===== src/hdl/erma_pkg.sv =====
package erma_pkg;
  // ---------------------------------------------------------------
  // Widths
  // ---------------------------------------------------------------
  localparam int ADDR_W = 32;
  localparam int DATA_W = 32;
  localparam int CAUSE_W = 5;
  localparam int STAT_W = 4;
  localparam logic [31:0] RET_STEP = 32'h0000_0004;
  // ---------------------------------------------------------------
  // Status register fields
  // ---------------------------------------------------------------
  localparam int ST_PIE = 0;
  localparam int ST_U = 1;
  localparam int ST_EH = 2;
  localparam logic [STAT_W-1:0] STATUS_RST = 4'h0;
  // ---------------------------------------------------------------
  // Cause codes, lowest event bit position wins when several are present
  // ---------------------------------------------------------------
  localparam int NUM_EXC = 8;
  localparam logic [CAUSE_W-1:0] CAUSE_NONE = 5'h00;
  localparam logic [CAUSE_W-1:0] CAUSE_IRQ = 5'h02;
  localparam logic [CAUSE_W-1:0] CAUSE_TRAP = 5'h03;
  localparam logic [CAUSE_W-1:0] CAUSE_UNIMP = 5'h04;
  localparam logic [CAUSE_W-1:0] CAUSE_ILLEGAL = 5'h05;
  localparam logic [CAUSE_W-1:0] CAUSE_MISDATA = 5'h06;
  localparam logic [CAUSE_W-1:0] CAUSE_MISDEST = 5'h07;
  localparam logic [CAUSE_W-1:0] CAUSE_DIVERR = 5'h08;
  localparam logic [CAUSE_W-1:0] CAUSE_MEMFAULT = 5'h09;
  // Event bit positions in the exception request vector
  localparam int EV_IRQ = 0;
  localparam int EV_MEMFAULT = 1;
  localparam int EV_MISDEST = 2;
  localparam int EV_UNIMP = 3;
  localparam int EV_ILLEGAL = 4;
  localparam int EV_TRAP = 5;
  localparam int EV_MISDATA = 6;
  localparam int EV_DIVERR = 7;
  // ---------------------------------------------------------------
  // Divide corner values
  // ---------------------------------------------------------------
  localparam logic [31:0] DIV_MIN_NEG = 32'h8000_0000;
  localparam logic [31:0] DIV_MINUS1 = 32'hFFFF_FFFF;
  localparam logic [31:0] DIV_ZERO = 32'h0000_0000;
  // ---------------------------------------------------------------
  // Address map and cache indexing
  // ---------------------------------------------------------------
  localparam int BYPASS_BIT = 31;
  localparam int PAGE_BITS = 12;
  localparam int LINE_LO = 4;
  localparam int LINE_HI = 15;
  localparam int PFN_W = ADDR_W - PAGE_BITS;
  // Access size encoding
  localparam logic [1:0] SZ_BYTE = 2'h0;
  localparam logic [1:0] SZ_HALF = 2'h1;
  localparam logic [1:0] SZ_WORD = 2'h2;
  // ---------------------------------------------------------------
  // Register map (word aligned byte offsets)
  // ---------------------------------------------------------------
  localparam logic [7:0] REG_STATUS = 8'h00;
  localparam logic [7:0] REG_ESTATUS = 8'h04;
  localparam logic [7:0] REG_RETADDR = 8'h08;
  localparam logic [7:0] REG_CAUSE = 8'h0C;
  localparam logic [7:0] REG_FAULT = 8'h10;
  localparam logic [7:0] REG_CONFIG = 8'h14;
  // Config bits
  localparam int CF_EXTRA = 0;
  localparam int CF_MMU = 1;
  localparam int CF_MPU = 2;
  localparam int CF_CACHE = 3;
  localparam int CF_B31 = 4;
  localparam logic [4:0] CONFIG_RST = 5'h19;
  // Master state machine
  typedef enum logic [1:0] {
    ERMA_IDLE = 2'b00,
    ERMA_BUSY = 2'b01
  } erma_state_e;
endpackage : erma_pkg

===== src/hdl/erma_core.sv =====
// Chosen here: the register offsets and the Wishbone interface to the registers.
`timescale 1ns/1ps
`default_nettype none
module erma_core
  import erma_pkg::*;
(
  // Clock and reset
  input wire logic clk,
  input wire logic rst_b,
  // Wishbone slave
  input wire logic wb_cyc_i,
  input wire logic wb_stb_i,
  input wire logic wb_we_i,
  input wire logic [7:0] wb_adr_i,
  input wire logic [3:0] wb_sel_i,
  input wire logic [31:0] wb_dat_i,
  output logic [31:0] wb_dat_o,
  output logic wb_ack_o,
  // Exception events from the pipeline
  input wire logic exc_take,
  input wire logic [NUM_EXC-1:0] exc_req,
  input wire logic [ADDR_W-1:0] exc_pc,
  input wire logic [ADDR_W-1:0] exc_data_addr,
  input wire logic eret_exec,
  // Divide check
  input wire logic div_exec,
  input wire logic div_signed,
  input wire logic [31:0] div_num,
  input wire logic [31:0] div_den,
  // Load/store request
  input wire logic ls_req,
  input wire logic ls_we,
  input wire logic ls_io,
  input wire logic [1:0] ls_size,
  input wire logic ls_signed,
  input wire logic [ADDR_W-1:0] ls_vaddr,
  input wire logic [PFN_W-1:0] ls_pfn,
  input wire logic ls_tlb_cache,
  input wire logic [31:0] ls_wdata,
  input wire logic cache_op,
  // Load/store results
  output logic ls_done,
  output logic [31:0] ls_rdata,
  // Data bus master
  output logic [ADDR_W-1:0] dbus_addr,
  output logic [3:0] dbus_be,
  output logic [31:0] dbus_wdata,
  output logic dbus_rd,
  output logic dbus_wr,
  output logic dbus_bypass,
  output logic [LINE_HI-LINE_LO:0] dbus_line_idx,
  output logic [PFN_W-1:0] dbus_tag,
  output logic cache_op_fire,
  input wire logic dbus_ack,
  input wire logic [31:0] dbus_rdata,
  // Fetch redirect, divide error and interrupt enable
  output logic fetch_redirect,
  output logic [ADDR_W-1:0] fetch_target,
  output logic div_error,
  output logic proc_ie
);
  import erma_pkg::*;

  // -------------------------------------------------------------
  // Registers
  // -------------------------------------------------------------
  logic [STAT_W-1:0] status_q; // Live status
  logic [STAT_W-1:0] estatus_q; // Saved status
  logic [ADDR_W-1:0] exception_return_address_q;
  logic [CAUSE_W-1:0] cause_q; // Reported cause code
  logic [ADDR_W-1:0] faulting_address_value_q;
  logic [4:0] config_q; // Build options, software visible
  logic extra_on; // Extra info effectively enabled
  logic wb_hit;
  logic [31:0] rd_d;

  // Extra info forced by MMU or MPU
  assign extra_on = config_q[CF_EXTRA] | config_q[CF_MMU]
                  | config_q[CF_MPU];

  // -------------------------------------------------------------
  // Priority encode of exceptions
  // -------------------------------------------------------------
  logic [CAUSE_W-1:0] cause_d;
  logic fault_is_data;
  logic fault_is_inst;
  always_comb begin
    // Lowest index is highest priority
    cause_d = CAUSE_NONE;
    fault_is_data = 1'b0;
    fault_is_inst = 1'b0;
    if (exc_req[EV_IRQ]) begin
      cause_d = CAUSE_IRQ;
    end else if (exc_req[EV_MEMFAULT]) begin
      cause_d = CAUSE_MEMFAULT;
      fault_is_data = 1'b1;
    end else if (exc_req[EV_MISDEST]) begin
      cause_d = CAUSE_MISDEST;
      fault_is_inst = 1'b1;
    end else if (exc_req[EV_UNIMP]) begin
      cause_d = CAUSE_UNIMP;
    end else if (exc_req[EV_ILLEGAL]) begin
      cause_d = CAUSE_ILLEGAL;
    end else if (exc_req[EV_TRAP]) begin
      cause_d = CAUSE_TRAP;
    end else if (exc_req[EV_MISDATA]) begin
      cause_d = CAUSE_MISDATA;
      fault_is_data = 1'b1;
    end else if (exc_req[EV_DIVERR]) begin
      cause_d = CAUSE_DIVERR;
    end
  end

  // -------------------------------------------------------------
  // Status and saved status
  // -------------------------------------------------------------
  // Entry preserves state unless the MMU is on and already handling (EH)
  always_ff @(posedge clk or negedge rst_b) begin
    if (!rst_b) begin
      status_q <= STATUS_RST;
      estatus_q <= STATUS_RST;
    end else if (exc_take) begin
      if (!(config_q[CF_MMU] && status_q[ST_EH])) begin
        estatus_q <= status_q;
      end
      status_q[ST_PIE] <= 1'b0;
      if (config_q[CF_MMU]) begin
        status_q[ST_U] <= 1'b0;
        status_q[ST_EH] <= 1'b1;
      end
    end else if (eret_exec) begin
      status_q <= estatus_q;
    end else if (wb_hit && wb_we_i && wb_adr_i == REG_STATUS) begin
      status_q <= wb_dat_i[STAT_W-1:0];
    end else if (wb_hit && wb_we_i && wb_adr_i == REG_ESTATUS) begin
      estatus_q <= wb_dat_i[STAT_W-1:0];
    end
  end

  // -------------------------------------------------------------
  // Return address, cause and faulting address
  // -------------------------------------------------------------
  always_ff @(posedge clk or negedge rst_b) begin
    if (!rst_b) begin
      exception_return_address_q <= '0;
    end else if (exc_take) begin
      if (!(config_q[CF_MMU] && status_q[ST_EH])) begin
        // Handlers for interrupts subtract the step themselves
        exception_return_address_q <= exc_pc + RET_STEP;
      end
    end else if (wb_hit && wb_we_i && wb_adr_i == REG_RETADDR) begin
      exception_return_address_q <= wb_dat_i;
    end
  end

  always_ff @(posedge clk or negedge rst_b) begin
    if (!rst_b) begin
      cause_q <= CAUSE_NONE;
      faulting_address_value_q <= '0;
    end else if (exc_take && extra_on) begin
      cause_q <= cause_d;
      if (fault_is_data) begin
        faulting_address_value_q <= exc_data_addr;
      end else if (fault_is_inst) begin
        faulting_address_value_q <= exc_pc;
      end
    end
  end

  // Fetch redirect on return
  always_ff @(posedge clk or negedge rst_b) begin
    if (!rst_b) begin
      fetch_redirect <= 1'b0;
      fetch_target <= '0;
    end else begin
      fetch_redirect <= eret_exec && !exc_take;
      if (eret_exec) begin
        fetch_target <= exception_return_address_q;
      end
    end
  end

  // Interrupt enable seen by the interrupt logic
  always_ff @(posedge clk or negedge rst_b) begin
    if (!rst_b) proc_ie <= 1'b0;
    else proc_ie <= status_q[ST_PIE];
  end

  // -------------------------------------------------------------
  // Divide error detection
  // -------------------------------------------------------------
  always_ff @(posedge clk or negedge rst_b) begin
    if (!rst_b) begin
      div_error <= 1'b0;
    end else begin
      div_error <= div_exec && ((div_den == DIV_ZERO) ||
        (div_signed && div_num == DIV_MIN_NEG &&
         div_den == DIV_MINUS1));
    end
  end

  // -------------------------------------------------------------
  // Load/store path
  // -------------------------------------------------------------
  erma_state_e st_q;
  logic [1:0] lane_q; // Low address bits of request
  logic [1:0] size_q;
  logic sign_q;
  logic [3:0] be_d;
  logic [31:0] wd_d;
  logic [31:0] shifted;
  logic [31:0] ext_d;

  // Lane enables and placement, little endian
  always_comb begin
    be_d = 4'h0;
    wd_d = ls_wdata;
    case (ls_size)
      SZ_BYTE: begin
        be_d = 4'h1 << ls_vaddr[1:0];
        wd_d = {4{ls_wdata[7:0]}};
      end
      SZ_HALF: begin
        be_d = ls_vaddr[1] ? 4'hC : 4'h3;
        wd_d = {2{ls_wdata[15:0]}};
      end
      default: begin
        be_d = 4'hF;
      end
    endcase
  end

  // Read data extraction and extension
  always_comb begin
    shifted = dbus_rdata >> {lane_q, 3'b000};
    case (size_q)
      SZ_BYTE: ext_d = {{24{sign_q & shifted[7]}}, shifted[7:0]};
      SZ_HALF: ext_d = {{16{sign_q & shifted[15]}}, shifted[15:0]};
      default: ext_d = shifted;
    endcase
  end

  // Bus transaction; unmapped addresses return whatever the bus gives
  always_ff @(posedge clk or negedge rst_b) begin
    if (!rst_b) begin
      st_q <= ERMA_IDLE;
      dbus_addr <= '0;
      dbus_be <= 4'h0;
      dbus_wdata <= '0;
      dbus_rd <= 1'b0;
      dbus_wr <= 1'b0;
      dbus_bypass <= 1'b0;
      dbus_line_idx <= '0;
      dbus_tag <= '0;
      ls_done <= 1'b0;
      ls_rdata <= '0;
      lane_q <= 2'h0;
      size_q <= SZ_WORD;
      sign_q <= 1'b0;
    end else begin
      ls_done <= 1'b0;
      case (st_q)
        ERMA_IDLE: begin
          if (ls_req) begin
            st_q <= ERMA_BUSY;
            if (config_q[CF_MMU]) begin
              // Physical frame plus untranslated offset
              dbus_addr <= {ls_pfn, ls_vaddr[PAGE_BITS-1:0]};
              dbus_bypass <= ls_io || !ls_tlb_cache;
            end else begin
              // Top bit masked off the bus, 31-bit space
              dbus_addr <= {1'b0, ls_vaddr[ADDR_W-2:0]};
              dbus_bypass <= ls_io ||
                (config_q[CF_B31] && ls_vaddr[BYPASS_BIT]);
            end
            dbus_line_idx <= ls_vaddr[LINE_HI:LINE_LO];
            dbus_tag <= config_q[CF_MMU] ? ls_pfn
                        : ls_vaddr[ADDR_W-1:PAGE_BITS];
            dbus_be <= be_d;
            dbus_wdata <= wd_d;
            dbus_rd <= !ls_we;
            dbus_wr <= ls_we;
            lane_q <= ls_vaddr[1:0];
            size_q <= ls_size;
            sign_q <= ls_signed;
          end
        end
        ERMA_BUSY: begin
          if (dbus_ack) begin
            st_q <= ERMA_IDLE;
            dbus_rd <= 1'b0;
            dbus_wr <= 1'b0;
            ls_done <= 1'b1;
            if (dbus_rd) ls_rdata <= ext_d;
          end
        end
        default: st_q <= ERMA_IDLE;
      endcase
    end
  end

  // Cache operations do nothing without a cache
  always_ff @(posedge clk or negedge rst_b) begin
    if (!rst_b) cache_op_fire <= 1'b0;
    else cache_op_fire <= cache_op && config_q[CF_CACHE];
  end

  // -------------------------------------------------------------
  // Wishbone slave, one wait state, unmapped reads zero
  // -------------------------------------------------------------
  assign wb_hit = wb_cyc_i && wb_stb_i && !wb_ack_o;

  always_comb begin
    case (wb_adr_i)
      REG_STATUS: rd_d = {28'h0, status_q};
      REG_ESTATUS: rd_d = {28'h0, estatus_q};
      REG_RETADDR: rd_d = exception_return_address_q;
      REG_CAUSE: rd_d = {27'h0, extra_on ? cause_q : CAUSE_NONE};
      REG_FAULT: rd_d = extra_on ? faulting_address_value_q : 32'h0;
      REG_CONFIG: rd_d = {27'h0, config_q};
      default: rd_d = 32'h0;
    endcase
  end

  always_ff @(posedge clk or negedge rst_b) begin
    if (!rst_b) begin
      wb_ack_o <= 1'b0;
      wb_dat_o <= '0;
    end else begin
      wb_ack_o <= wb_hit;
      if (wb_hit) wb_dat_o <= rd_d;
    end
  end

  // Build options, writable so one netlist covers all variants
  always_ff @(posedge clk or negedge rst_b) begin
    if (!rst_b) config_q <= CONFIG_RST;
    else if (wb_hit && wb_we_i && wb_adr_i == REG_CONFIG && wb_sel_i[0])
      config_q <= wb_dat_i[4:0];
  end
endmodule : erma_core
`default_nettype wire


===== config.mk =====
export PLATFORM = sky130hd
export DESIGN_NAME = erma_core
export DESIGN_NICKNAME = d
export VERILOG_FILES = /design/src/hdl/erma_pkg.sv /design/src/hdl/erma_core.sv
export SDC_FILE = /design/constraint.sdc
export NUM_CORES = 1
export LEC_CHECK = 0
export BUFFER_PORTS_ARGS = -buffer_cell sky130_fd_sc_hd__buf_4
export CELL_PAD_IN_SITES_DETAIL_PLACEMENT = 0
export CELL_PAD_IN_SITES_GLOBAL_PLACEMENT = 1
export CORE_AREA = 2 2 204 206
export CTS_CLUSTER_SIZE = 14
export DETAILED_ROUTE_END_ITERATION = 7
export DIE_AREA = 0 0 206 208
export PLACE_DENSITY = 0.76
export SLEW_MARGIN = 40
export SYNTH_ARGS = -nofsm -noshare
export SYNTH_HDL_FRONTEND = slang
export SYNTH_SLANG_ARGS = --single-unit

===== constraint.sdc =====
create_clock -name clk -period 2.4 [get_ports clk]
set_clock_uncertainty 0.2 [all_clocks]
set_input_delay 0.36 -clock clk [delete_from_list [all_inputs] [get_ports clk]]
set_output_delay 0.36 -clock clk [all_outputs]
set_load 0.005 [all_outputs]

======== Word-level counts from Yosys, hierarchy flattened ========
Cells that the tools add are included.
operators by class
  add/subtract/negate cells ............... 1
  equal/unequal tests ..................... 16
  shifts and indexed selects .............. 2
  multiplexer cells ....................... 52
  bitwise operators ....................... 5
  reduce and logical (&&, ||, !) cells .... 43
operator list
  kind                     number
  $mux W32                 7
  $pmux W32 S6             1
  $pmux W32 S2             2
  $eq A32 B32 Y1 const B   2
  $mux W4                  14
  $add A32 B3 Y32 const B  1
  $logic_not A32 Y1        1
  $shr A32 B5 Y32          1
  $mux W20                 1
  $eq A8 B4 Y1 const B     2
  $eq A8 B5 Y1 const B     2
  $logic_and A1 B1 Y1      16
  $mux W1                  16
  $mux W5                  3
  $reduce_and A2 Y1        6
  $ne A2 B2 Y1 const B     5
  $reduce_bool A2 Y1       5
  $eq A8 B3 Y1 const B     1
  $logic_not A8 Y1         1
  $pmux W4 S2              1
  $eq A2 B1 Y1 const B     3
  $logic_not A2 Y1         3
  $mux W2                  3
  $reduce_and A3 Y1        2
  12 further kinds         20
storage, ports and cells
  register bits ........................... 294
  input port bits ......................... 314
  output and inout bits ................... 205

======== Depth between registers and ports, before layout ========
Gate-level depths: netlist of run 1.
  depth in word-level cells ............... 9
  mapped depth ............................ 8

======== Worst setup path before layout of run 1 ========
OpenSTA, ideal clock, no wires.
  kind .................................... input to register
  start ................................... in exc_pc[2]
  end ..................................... reg exception_return_address_q[22]
  setup time .............................. 0.126 ns
  data arrival time ....................... 1.712 ns
  path slack .............................. 0.362 ns
  cell stages on the path ................. 6
  path buffers ............................ 0
  path through ............................ ha_1 -> nand4_2 -> or3_4 -> nor3_1 -> xor2_1 -> a221o_1
between the ends
  cells in the longest elaborated chain, start to end .. 3
RTL lines
  what                  RTL line          RTL
  start, declared       erma_core.sv:22   input wire logic [ADDR_W-1:0] exc_pc,
  $add A32 B3 Y32       erma_core.sv:149  exception_return_address_q <= exc_pc + RET_STEP;
  $mux W32              erma_core.sv:147  if (!(config_q[CF_MMU] && status_q[ST_EH])) begin
  $mux W32              erma_core.sv:146  end else if (exc_take) begin
  end signal, assigned  erma_core.sv:149
  end signal, assigned  erma_core.sv:152  exception_return_address_q <= wb_dat_i;
  end, declared         erma_core.sv:69   logic [ADDR_W-1:0] exception_return_address_q;
No other way between the ends. The select of a mux whose other input is x is not followed.
A chain may end at the register's enable or synchronous reset.

======== Final worst setup path of run 1 ========
Same ends and word-level chain as after synthesis.

==> results.ini, run 1 <==
[routing]
ant_nets = 0
drt_iter0_markers = 732
routed_wirelength_um = 51300
drc_errors = 0
num_vias = 12800
drt-wirelength-per-cell_um = 19.8
wl_met2_um = 25000
first_pass_iters = 5
highest_layer = met4
wl_met1_um = 20100
vias_per_cell = 4.96
route.met3.wl_um = 4460

[power]
p_clk_share_pct = 33.9
ir_drop_mv = 0.508
leakage_nw = 10.1
switchingPower_w = 0.00418
powerDensity_nw_per_um2 = 697
share_comb_of_total_power_pct = 26.6
internal-power_w = 0.0105
pwr-share-seq_pct = 39.5
switching_share_pct = 28.5

[critical_path]
crit_buf_inv = 2
crit_fanout = 5
cp-start-kind = primary input
crit_required_ps = 2650
arrival_ps = 2560
reg2reg_depth = 5
endpoint_kind = register
cpMaxStageDelayCell = dlygate4sd3_1
path_cells = dlygate4sd3_1 -> buf_4 -> ha_1 -> nand4_2 -> or3_4 -> nor3_1 -> xor2_1 -> a221o_1
cpPeakStageDelay_ps = 540
critPathKind = primary input to register
cp_top_family = simple AND/OR/NAND/NOR gates
rrSetupSlack_ps = 120
crit_cells = 8

[clock_network]
cts_root_buf = clkbuf_16
cts_htree_levels = 1
cts_tree = yes
clock_sinks = 263
cts_buffer_depth = 3
numCtsBuffers = 31
clk_latency_ps = 580
path_clk_slew_ps = 60

[yosys]
synth-edff-count = 0
synth_seq_cells = 263
synth_most_common_cell = dfrtp_1
synth_area_leaders = dfrtp_1 (50%), mux2i_1 (8.7%), nand2_1 (5.1%)
yosysTopAreaCellShare_pct = 50.4
async_flop_share_pct = 100
synth_cell_types = 71
postSynthAreaPerCell_um2 = 9.99
ys_top_cells_by_count = dfrtp_1 (259), nand2_1 (176), nor2_1 (130)
synth_area_um2 = 12900
yosys_warnings = 0
synthCells = 1287
yosysTopAreaCell = dfrtp_1
syn_nets = 1602
synth_top_flop_cell = dfrtp_1
synth_seq_area_share_pct = 51.2

[sta]
rsz0062_at_grt = no
finalSetupViolations = 0
hold_viol = 0
min_period_ps = 2300
fin_tns_setup_ps = 0
period_share_pct = 95.9
tightestPinTransition_ps = 675
drv_slew = 0
fmax_mhz = 434
setup_ws_ps = 97.2
slew_headroom_pct = 54.7
fin_hold_ws_ps = 18.2

[floorplan]
io_pins = 519
die_w_um = 206
std_cell_rows = 74
initial_core_util_pct = 31.7
core_um2 = 40600
dieArea_um2 = 42800
die_h_um = 208

[job]
cap_violations = 0

[grt]
grt_overflow = 0
grt_pass1_wl_um = 77100
grt_pass1_vias = 13300
antenna_found_initial = 3
grt_usage_pct = 23.1
grt_max_degree = 65

[layout]
fin_nets = 2345
final_area_um2 = 21000
drive_above_1_share_pct = 33.8
syn_to_final_growth_pct = 63.8

[status]
status = finished, final reports clean

[placement]
pre_cts_slack_ps = -101
hpwl_um = 37300
place_area_um2 = 17500
place.gp.congestion = 0.912
numPortBuffers = 515

[hold_path]
whs_path_depth = 4
hp-class = primary input to register

==> worst paths after layout <==
kind / end / start
setup / recovery: exception_return_address_q[22] / exc_pc[2]
hold / removal: dbus_bypass / ls_tlb_cache
setup reg to reg: ls_rdata[5] / dbus_addr[0]
hold reg to reg: proc_ie / status_q[0]
max in group asynchronous: config_q[3] / rst_b
min in group asynchronous: faulting_address_value_q[18] / rst_b
==> area by class of cell <==
cell class / count / area [um2]
timing repair buffer: 815 / 6940
sequential: 263 / 6590
antenna: 3 / 7.51
multi-input combinational: 879 / 5630
inverter: 40 / 150
tap: 532 / 666
clock inverter: 13 / 199
fill: 3612 / 19500
clock buffer: 42 / 867
==> worst min-delay path, delay by kind of cell <==
kind	cells	cell delay, ps
compound gates	2	250
simple gates	1	60
buf+inv	1	80
==> metal layers <==
| layer | vias up | track usage (%) |
|---|---|---|
| li1 | 6043 | - |
| met1 | 6118 | 27.6 |
| met2 | 550 | 39.9 |
| met3 | 108 | 5.67 |
| met4 | 0 | 8.30 |
| met5 | - | 0 |
==> through the flow <==
step / power [W] / std cells / utilization [%]
4_1_cts: 0.0148 / 2584 / 51.9
3_3_place_gp: 0.00933 / 2280 / 43.1
3_5_place_dp: 0.00939 / 2280 / 43.1
2_1_floorplan: 0.00715 / 1287 / -
6_report: 0.0147 / 2587 / 51.9
5_1_grt: 0.0154 / 2587 / 51.9
==> what timing repair did <==
item                                   CTS  global route
gates resized for setup                  0             3
hold buffers                           249             0
setup endpoints to repair                0            12
endpoints found under the hold margin  444             0
setup buffers                            0             0
==> logic make-up after synthesis <==
| logic type | count (synthesis) | synth area share [%] |
|---|---|---|
| mux | 159 | 12.8 |
| simple gates | 430 | 15.5 |
| flops | 263 | 51.2 |
| fa+ha+maj | 1 | 0.0973 |
| xor+xnor | 27 | 1.84 |
| buf+inv | 145 | 5.30 |
| compound gates | 262 | 13.2 |
==> cells in the final DEF (no fill, tap or decap), types with 16 or more instances in the layout <==
master	netlist	layout
a21oi_1	108	107
a222oi_1	27	27
buf_4	28	549
clkbuf_16	0	31
dfrtp_1	259	259
dlygate4sd3_1	0	249
inv_1	40	40
mux2_2	47	47
mux2i_1	112	112
nand2_1	176	175
nand3_1	27	27
nand4_1	18	18
nor2_1	130	130
nor4_1	17	17
o21ai_0	45	45
xor2_1	16	16
==> sequential cells by signal, indices dropped and copies added (netlist names), 2 cells and up <==
name                        flops
dbus_addr                      32
dbus_wdata                     32
exception_return_address_q     32
faulting_address_value_q       32
fetch_target                   32
ls_rdata                       32
wb_dat_o                       32
config_q                        5
cause_q                         4
dbus_be                         4
dbus_line_idx                   4
estatus_q                       4
status_q                        4
size_q                          2
==> power by group through the flow <==
stage | logic, W | clock network (W) | registers, W
3_3_place_gp | 0.00349 | 0 | 0.00584
4_1_cts | 0.00391 | 0.00510 | 0.00579
5_1_grt | 0.00425 | 0.00527 | 0.00589
6_report | 0.00390 | 0.00497 | 0.00580
2_1_floorplan | 0.00139 | 0 | 0.00576
3_5_place_dp | 0.00352 | 0 | 0.00587
No activity file was read; power rests on OpenSTA's default activity.
==> run 2: changes to the inputs <==
--- a/config.mk
+++ b/config.mk
@@ -5,14 +5,16 @@
 export SDC_FILE = /design/constraint.sdc
 export NUM_CORES = 1
 export LEC_CHECK = 0
+export ABC_AREA = 1
 export BUFFER_PORTS_ARGS = -buffer_cell sky130_fd_sc_hd__buf_4
 export CELL_PAD_IN_SITES_DETAIL_PLACEMENT = 0
 export CELL_PAD_IN_SITES_GLOBAL_PLACEMENT = 1
-export CORE_AREA = 2 2 204 206
+export CORE_MARGIN = 2
+export CORE_UTILIZATION = 35
 export CTS_CLUSTER_SIZE = 14
 export DETAILED_ROUTE_END_ITERATION = 7
-export DIE_AREA = 0 0 206 208
-export PLACE_DENSITY = 0.76
+export PLACE_DENSITY = 0.86
+export SKIP_CTS_REPAIR_TIMING = 1
 export SLEW_MARGIN = 40
 export SYNTH_ARGS = -nofsm -noshare
 export SYNTH_HDL_FRONTEND = slang
==> results.ini, run 2 <==
[yosys]
synthMuxAreaShare_pct = 0  ; was 12.8%
synth_area_leaders = dfrtp_1 (46%), nand2_1 (24%), nand3_1 (6.4%)  ; was dfrtp_1 (50%), mux2i_1 (8.7%), nand2_1 (5.1%)
synth-edff-count = 0  ; unchanged
yosysTopAreaCellShare_pct = 45.8  ; was 50.4%
synth_fa_ha_area_share_pct = 0.0884  ; was 0.0974%
yosys_warnings = 0  ; unchanged
ys_top_cells_by_count = nand2_1 (893), dfrtp_1 (259), nand3_1 (180)  ; was dfrtp_1 (259), nand2_1 (176), nor2_1 (130)
syn_nets = 2345  ; was 1602
async_flop_share_pct = 100  ; unchanged
synthSimpleGateAreaFrac_pct = 36.9  ; was 15.5%
synth_area_um2 = 14200  ; was 12900 um2
synth_seq_area_share_pct = 46.5  ; was 51.2%
postSynthAreaPerCell_um2 = 6.97  ; was 9.99 um2
synth_top_flop_cell = dfrtp_1  ; unchanged
yosysTopAreaCell = dfrtp_1  ; unchanged
synth_top_family_by_area = simple AND/OR/NAND/NOR gates  ; unchanged
synth_compound_area_share_pct = 8.40  ; was 13.2%
synth_xor_area_share_pct = 0.124  ; was 1.84%
synth_seq_cells = 263  ; unchanged
synth_cell_types = 41  ; was 71
synth_most_common_cell = nand2_1  ; was dfrtp_1
synthCells = 2030  ; was 1287

[floorplan]
std_cell_rows = 73  ; was 74
die_w_um = 205  ; was 206 um
die_h_um = 205  ; was 208 um
core_um2 = 39800  ; was 40600 um2
initial_core_util_pct = 35.6  ; was 31.7%
dieArea_um2 = 42100  ; was 42800 um2
io_pins = 519  ; unchanged

[clock_network]
cts_root_buf = clkbuf_16  ; unchanged
clock_sinks = 263  ; unchanged
cts_buffer_depth = 3  ; unchanged
cts_tree = yes  ; unchanged
clk_latency_ps = 550  ; was 580 ps
path_clk_slew_ps = 60  ; about the same
cts_htree_levels = 1  ; unchanged
numCtsBuffers = 30  ; was 31

[critical_path]
timing.rr.start = st_q[0]  ; was dbus_addr[0]
crit_fanout = 53  ; was 5
cp-start-kind = register  ; was primary input
crit_required_ps = 2680  ; was 2650 ps
worstSetupStartpoint = st_q[0]  ; was exc_pc[2]
arrival_ps = 2570  ; was 2560 ps
critPathKind = register to register  ; was primary input to register
endpoint_kind = register  ; unchanged

[grt]
antenna_found_initial = 3  ; unchanged
grt_pass1_wl_um = 80900  ; was 77100 um
grt_overflow = 0  ; unchanged
use_met2_pct = 42.1  ; was 39.9%
grt_usage_pct = 24.6  ; was 23.1%
grt_max_degree = 72  ; was 65
grt_pass1_vias = 14500  ; was 13300
gr-usage-met1_pct = 32.2  ; was 27.6%
met3_usage_pct = 3.42  ; was 5.67%
busiest_layer = met2  ; unchanged

[status]
status = finished, violations left  ; was finished, final reports clean
violations = hold timing

[sta]
hold_viol = 19  ; was 0
slew_headroom_pct = 55.3  ; was 54.7%
tightestPinTransition_ps = 668  ; was 675 ps
fmax_mhz = 437  ; was 434 MHz
fin_tns_setup_ps = 0  ; unchanged
fin_hold_ws_ps = -47.4  ; was 18.2 ps
period_share_pct = 95.4  ; was 95.9%
finalSetupViolations = 0  ; unchanged
setup_ws_ps = 111  ; was 97.2 ps
drv_slew = 0  ; unchanged
min_period_ps = 2290  ; was 2300 ps

[routing]
first_pass_iters = 5  ; unchanged
num_vias = 15800  ; was 12800
vias_per_cell = 4.95  ; was 4.96
drt-wirelength-per-cell_um = 17.5  ; was 19.8 um
routed_wirelength_um = 55800  ; was 51300 um
drc_errors = 0  ; unchanged
drt_iter0_markers = 1191  ; was 732
ant_nets = 0  ; unchanged

[power]
ir_drop_mv = 0.431  ; was 0.508 mV
powerDensity_nw_per_um2 = 698  ; was 697 nW/um2
leakage_nw = 11.2  ; was 10.1 nW

[placement]
place.gp.congestion = 0.910  ; was 0.912
hpwl_um = 41300  ; was 37300 um
numPortBuffers = 515  ; unchanged
pre_cts_slack_ps = 310  ; was -101 ps

[hold_path]
hp-class = primary input to register  ; unchanged
hp-start = dbus_rdata[6]  ; was ls_tlb_cache

[layout]
layout_common_cells = nand2_1 (892), buf_4 (547), dfrtp_1 (259), nand3_1 (180), nor2_1 (171)  ; was buf_4 (549), dfrtp_1 (259), dlygate4sd3_1 (249), nand2_1 (175), nor2_1 (130)
syn_to_final_growth_pct = 48.2  ; was 63.8%
layout_commonest_cell = nand2_1  ; was buf_4
drive_above_1_share_pct = 24.4  ; was 33.8%
fin_nets = 2957  ; was 2345

[job]
cap_violations = 0  ; unchanged

==> run 2: changes by cell type after synthesis, moves of 25 or more <==
cell / change
mux2_2: -47
nand3_1: +153
inv_1: +76
mux2i_1: -112
a21oi_1: -25
a222oi_1: -27
nor2_1: +41
nand2_1: +717
o21ai_0: +50
==> run 2: logic make-up (layout without fill, tap and decap cells) <==
group,count (synthesis),after routing
flip-flops,263,263
AND/OR/NAND/NOR,1290,1290
other,0,3
buffers and inverters,252,888
XOR/XNOR,2,2
AO/OA/AOI/OAI,222,222
adder cells (fa/ha/maj),1,1
==> run 2: path summary, 6_finish.rpt <==
check	endpoint	slack, ps	cells past startpoint
setup / recovery	dbus_addr[26]	110	6
hold / removal	ls_rdata[6]	-50	5
setup reg to reg	dbus_addr[26]	110	6
hold reg to reg	proc_ie	250	0
max in group asynchronous	config_q[4]	1070	3
min in group asynchronous	dbus_wdata[26]	130	2
==> run 2: final cells by class <==
type,instances,area [um2]
timing repair buffer,704,5720
clock buffer,41,863
clock inverter,15,210
tap,525,657
inverter,128,485
fill,3860,18800
sequential,263,6590
multi-input combinational,1515,6450
antenna,3,7.51
==> run 2: power breakdown <==
part	total (W)	internal (W)	switching [W]
Clock	0.00495	0.00305	0.00190
Sequential	0.00573	0.00519	0.000545
Combinational	0.00396	0.00200	0.00196
Total	0.0146	0.0102	0.00441
==> run 2: worst max-delay path: stages (launching register included) <==
cell           delay (ps)
dfrtp_1               360
inv_2                  50
nand2_4               250
buf_4                 520
a21oi_1                80
a21oi_1               160
dlygate4sd3_1         570
==> run 2: metrics by stage <==
step / power [W] / cell area (um2) / hold WS [ps] / std cells / utilization [%]
global route: 0.0154 / 21000 / 0.0168 / 3194 / 52.7
CTS: 0.0144 / 19500 / -479 / 3039 / 48.9
finish: 0.0146 / 21000 / -47.4 / 3194 / 52.7
global placement: 0.00935 / 18400 / 113 / 2983 / 46.1
floorplan: 0.00719 / 14200 / -136 / 2030 / -
detailed placement: 0.00942 / 18400 / 107 / 2983 / 46.2
==> run 2: routing by layer <==
| metal | share of wire [%] | up-vias | wire length (um) |
|---|---|---|---|
| met4 | 3.1 | 0 | 1710 |
| li1 | - | 7594 | - |
| met2 | 49 | 637 | 27400 |
| met3 | 6.6 | 112 | 3680 |
| met5 | 0 | - | 0 |
| met1 | 41 | 7460 | 23000 |
==> run 3: changes to the inputs <==
==> constraint.sdc (replaced) <==
create_clock -name clk -period 2.4 [get_ports clk]
set_clock_uncertainty 0.2 [all_clocks]
set_input_delay 0.24 -clock clk [delete_from_list [all_inputs] [get_ports clk]]
set_output_delay 0.24 -clock clk [all_outputs]
set_load 0.005 [all_outputs]
==> results.ini, run 3 (same netlist as run 2, synthesis figures left out) <==
[status]
status = finished, violations left  ; unchanged
violations = hold timing  ; unchanged

[layout]
layout_common_cells = nand2_1 (892), buf_4 (543), dlygate4sd3_1 (265), dfrtp_1 (259), nand3_1 (180)  ; was nand2_1 (892), buf_4 (547), dfrtp_1 (259), nand3_1 (180), nor2_1 (171)
layout_commonest_cell = nand2_1  ; unchanged
syn_to_final_growth_pct = 55.6  ; was 48.2%
fillers = 3733  ; was 3860
multi_input_area_um2 = 6450  ; unchanged
final-seq-area_um2 = 6590  ; unchanged
fin_util_pct = 55.3  ; was 52.7%
fin_nets = 3067  ; was 2957
layoutNonFillerInstCount = 3305  ; was 3194
drive_above_1_share_pct = 23.3  ; was 24.4%

[power]
powerDensity_nw_per_um2 = 658  ; was 698 nW/um2
leakage_nw = 11.6  ; was 11.2 nW
ir_drop_mv = 0.407  ; was 0.431 mV

[floorplan]
initial_core_util_pct = 35.6  ; unchanged
die_h_um = 205  ; unchanged
std_cell_rows = 73  ; unchanged
die_w_um = 205  ; unchanged
io_pins = 519  ; unchanged
dieArea_um2 = 42100  ; unchanged
core_um2 = 39800  ; unchanged

[clock_network]
clk_latency_ps = 550  ; about the same
cts_buffer_depth = 3  ; unchanged
cts_htree_levels = 1  ; unchanged
numCtsBuffers = 29  ; was 30
cts_tree = yes  ; unchanged
clock_sinks = 263  ; unchanged
path_clk_slew_ps = 70  ; was 60 ps
cts_root_buf = clkbuf_16  ; unchanged

[routing]
routed_wirelength_um = 58300  ; was 55800 um
first_pass_iters = 5  ; unchanged
drt-wirelength-per-cell_um = 17.6  ; was 17.5 um
vias_per_cell = 4.93  ; was 4.95
drt_iter0_markers = 1288  ; was 1191
ant_nets = 0  ; unchanged
num_vias = 16300  ; was 15800
drc_errors = 0  ; unchanged

[sta]
fin_tns_setup_ps = 0  ; unchanged
drv_slew = 0  ; unchanged
slew_headroom_pct = 54.4  ; was 55.3%
fmax_mhz = 438  ; was 437 MHz
min_period_ps = 2280  ; was 2290 ps
tightestPinTransition_ps = 680  ; was 668 ps
finalSetupViolations = 0  ; unchanged
period_share_pct = 95.2  ; was 95.4%
fin_hold_ws_ps = -44.9  ; was -47.4 ps
hold_viol = 11  ; was 19

[grt]
grt_overflow = 0  ; unchanged
grt_usage_pct = 24.9  ; was 24.6%
grt_max_degree = 95  ; was 72
antenna_found_initial = 5  ; was 3
grt_pass1_wl_um = 81700  ; was 80900 um
grt_pass1_vias = 14500  ; about the same

[placement]
place.gp.congestion = 0.909  ; was 0.910
dp_cells = 2981  ; was 2983
hpwl_um = 41400  ; was 41300 um
numPortBuffers = 515  ; unchanged

[critical_path]
cp-start-kind = primary input  ; was register
critPathKind = primary input to register  ; was register to register
arrival_ps = 2570  ; about the same
crit_required_ps = 2690  ; was 2680 ps
crit_fanout = 13  ; was 53
endpoint_kind = register  ; unchanged

[job]
cap_violations = 0  ; unchanged

[hold_path]
hp-class = primary input to register  ; unchanged

run 3: metal layers:
metal	vias to the layer above	global-route usage [%]	share of wire, %
met2	705	41.9	50
met4	2	8.53	2.8
met5	-	0	0.021
met3	104	3.47	7.6
met1	7648	32.8	40
li1	7820	-	-
run 3: path summary, 6_finish.rpt:
check | slack (ps) | cells past startpoint | start | endpoint
max | 120 | 8 | ls_size[0] | dbus_wdata[26]
min | -40 | 5 | exc_pc[7] | exception_return_address_q[7]
max reg2reg | 130 | 8 | st_q[0] | dbus_wdata[16]
min reg2reg | 240 | 0 | status_q[0] | proc_ie
max in group asynchronous | 980 | 3 | rst_b | config_q[0]
min in group asynchronous | 290 | 2 | rst_b | dbus_wdata[12]
run 3: final cells by class:
class	count	area share, %
repair buffers	815	31.1
inverters	128	2.20
clock buffers	36	3.64
multi-input cells	1515	29.3
clock inverters	16	0.772
well taps	525	2.98
flip-flops and latches	263	29.9
diodes	7	0.0795
run 3: metrics by stage:
step	setup WS (ps)	hold slack, ps	power [W]	area (um2)
2_1_floorplan	714	-256	0.00719	14200
3_3_place_gp	276	88.7	0.00935	18400
6_report	116	-44.9	0.0145	22000
3_5_place_dp	264	91.6	0.00942	18400
5_1_grt	-36.4	-3.90	0.0153	22000
4_1_cts	229	-492	0.0140	19400
run 3: critical path, cell delays in order:
cell and delay (ps):
dlygate4sd3_1 540, buf_4 190, nor2_1 530, nand2_1 140, nand2_1 150, a21oi_1 50
o21ai_0 150, dlygate4sd3_1 570
run 3: power by group:
| group | total [W] | internal (W) | switching (W) |
|---|---|---|---|
| sequential | 0.00573 | 0.00518 | 0.000550 |
| combinational | 0.00420 | 0.00219 | 0.00201 |
| clock | 0.00456 | 0.00269 | 0.00187 |
| total | 0.0145 | 0.0101 | 0.00443 |
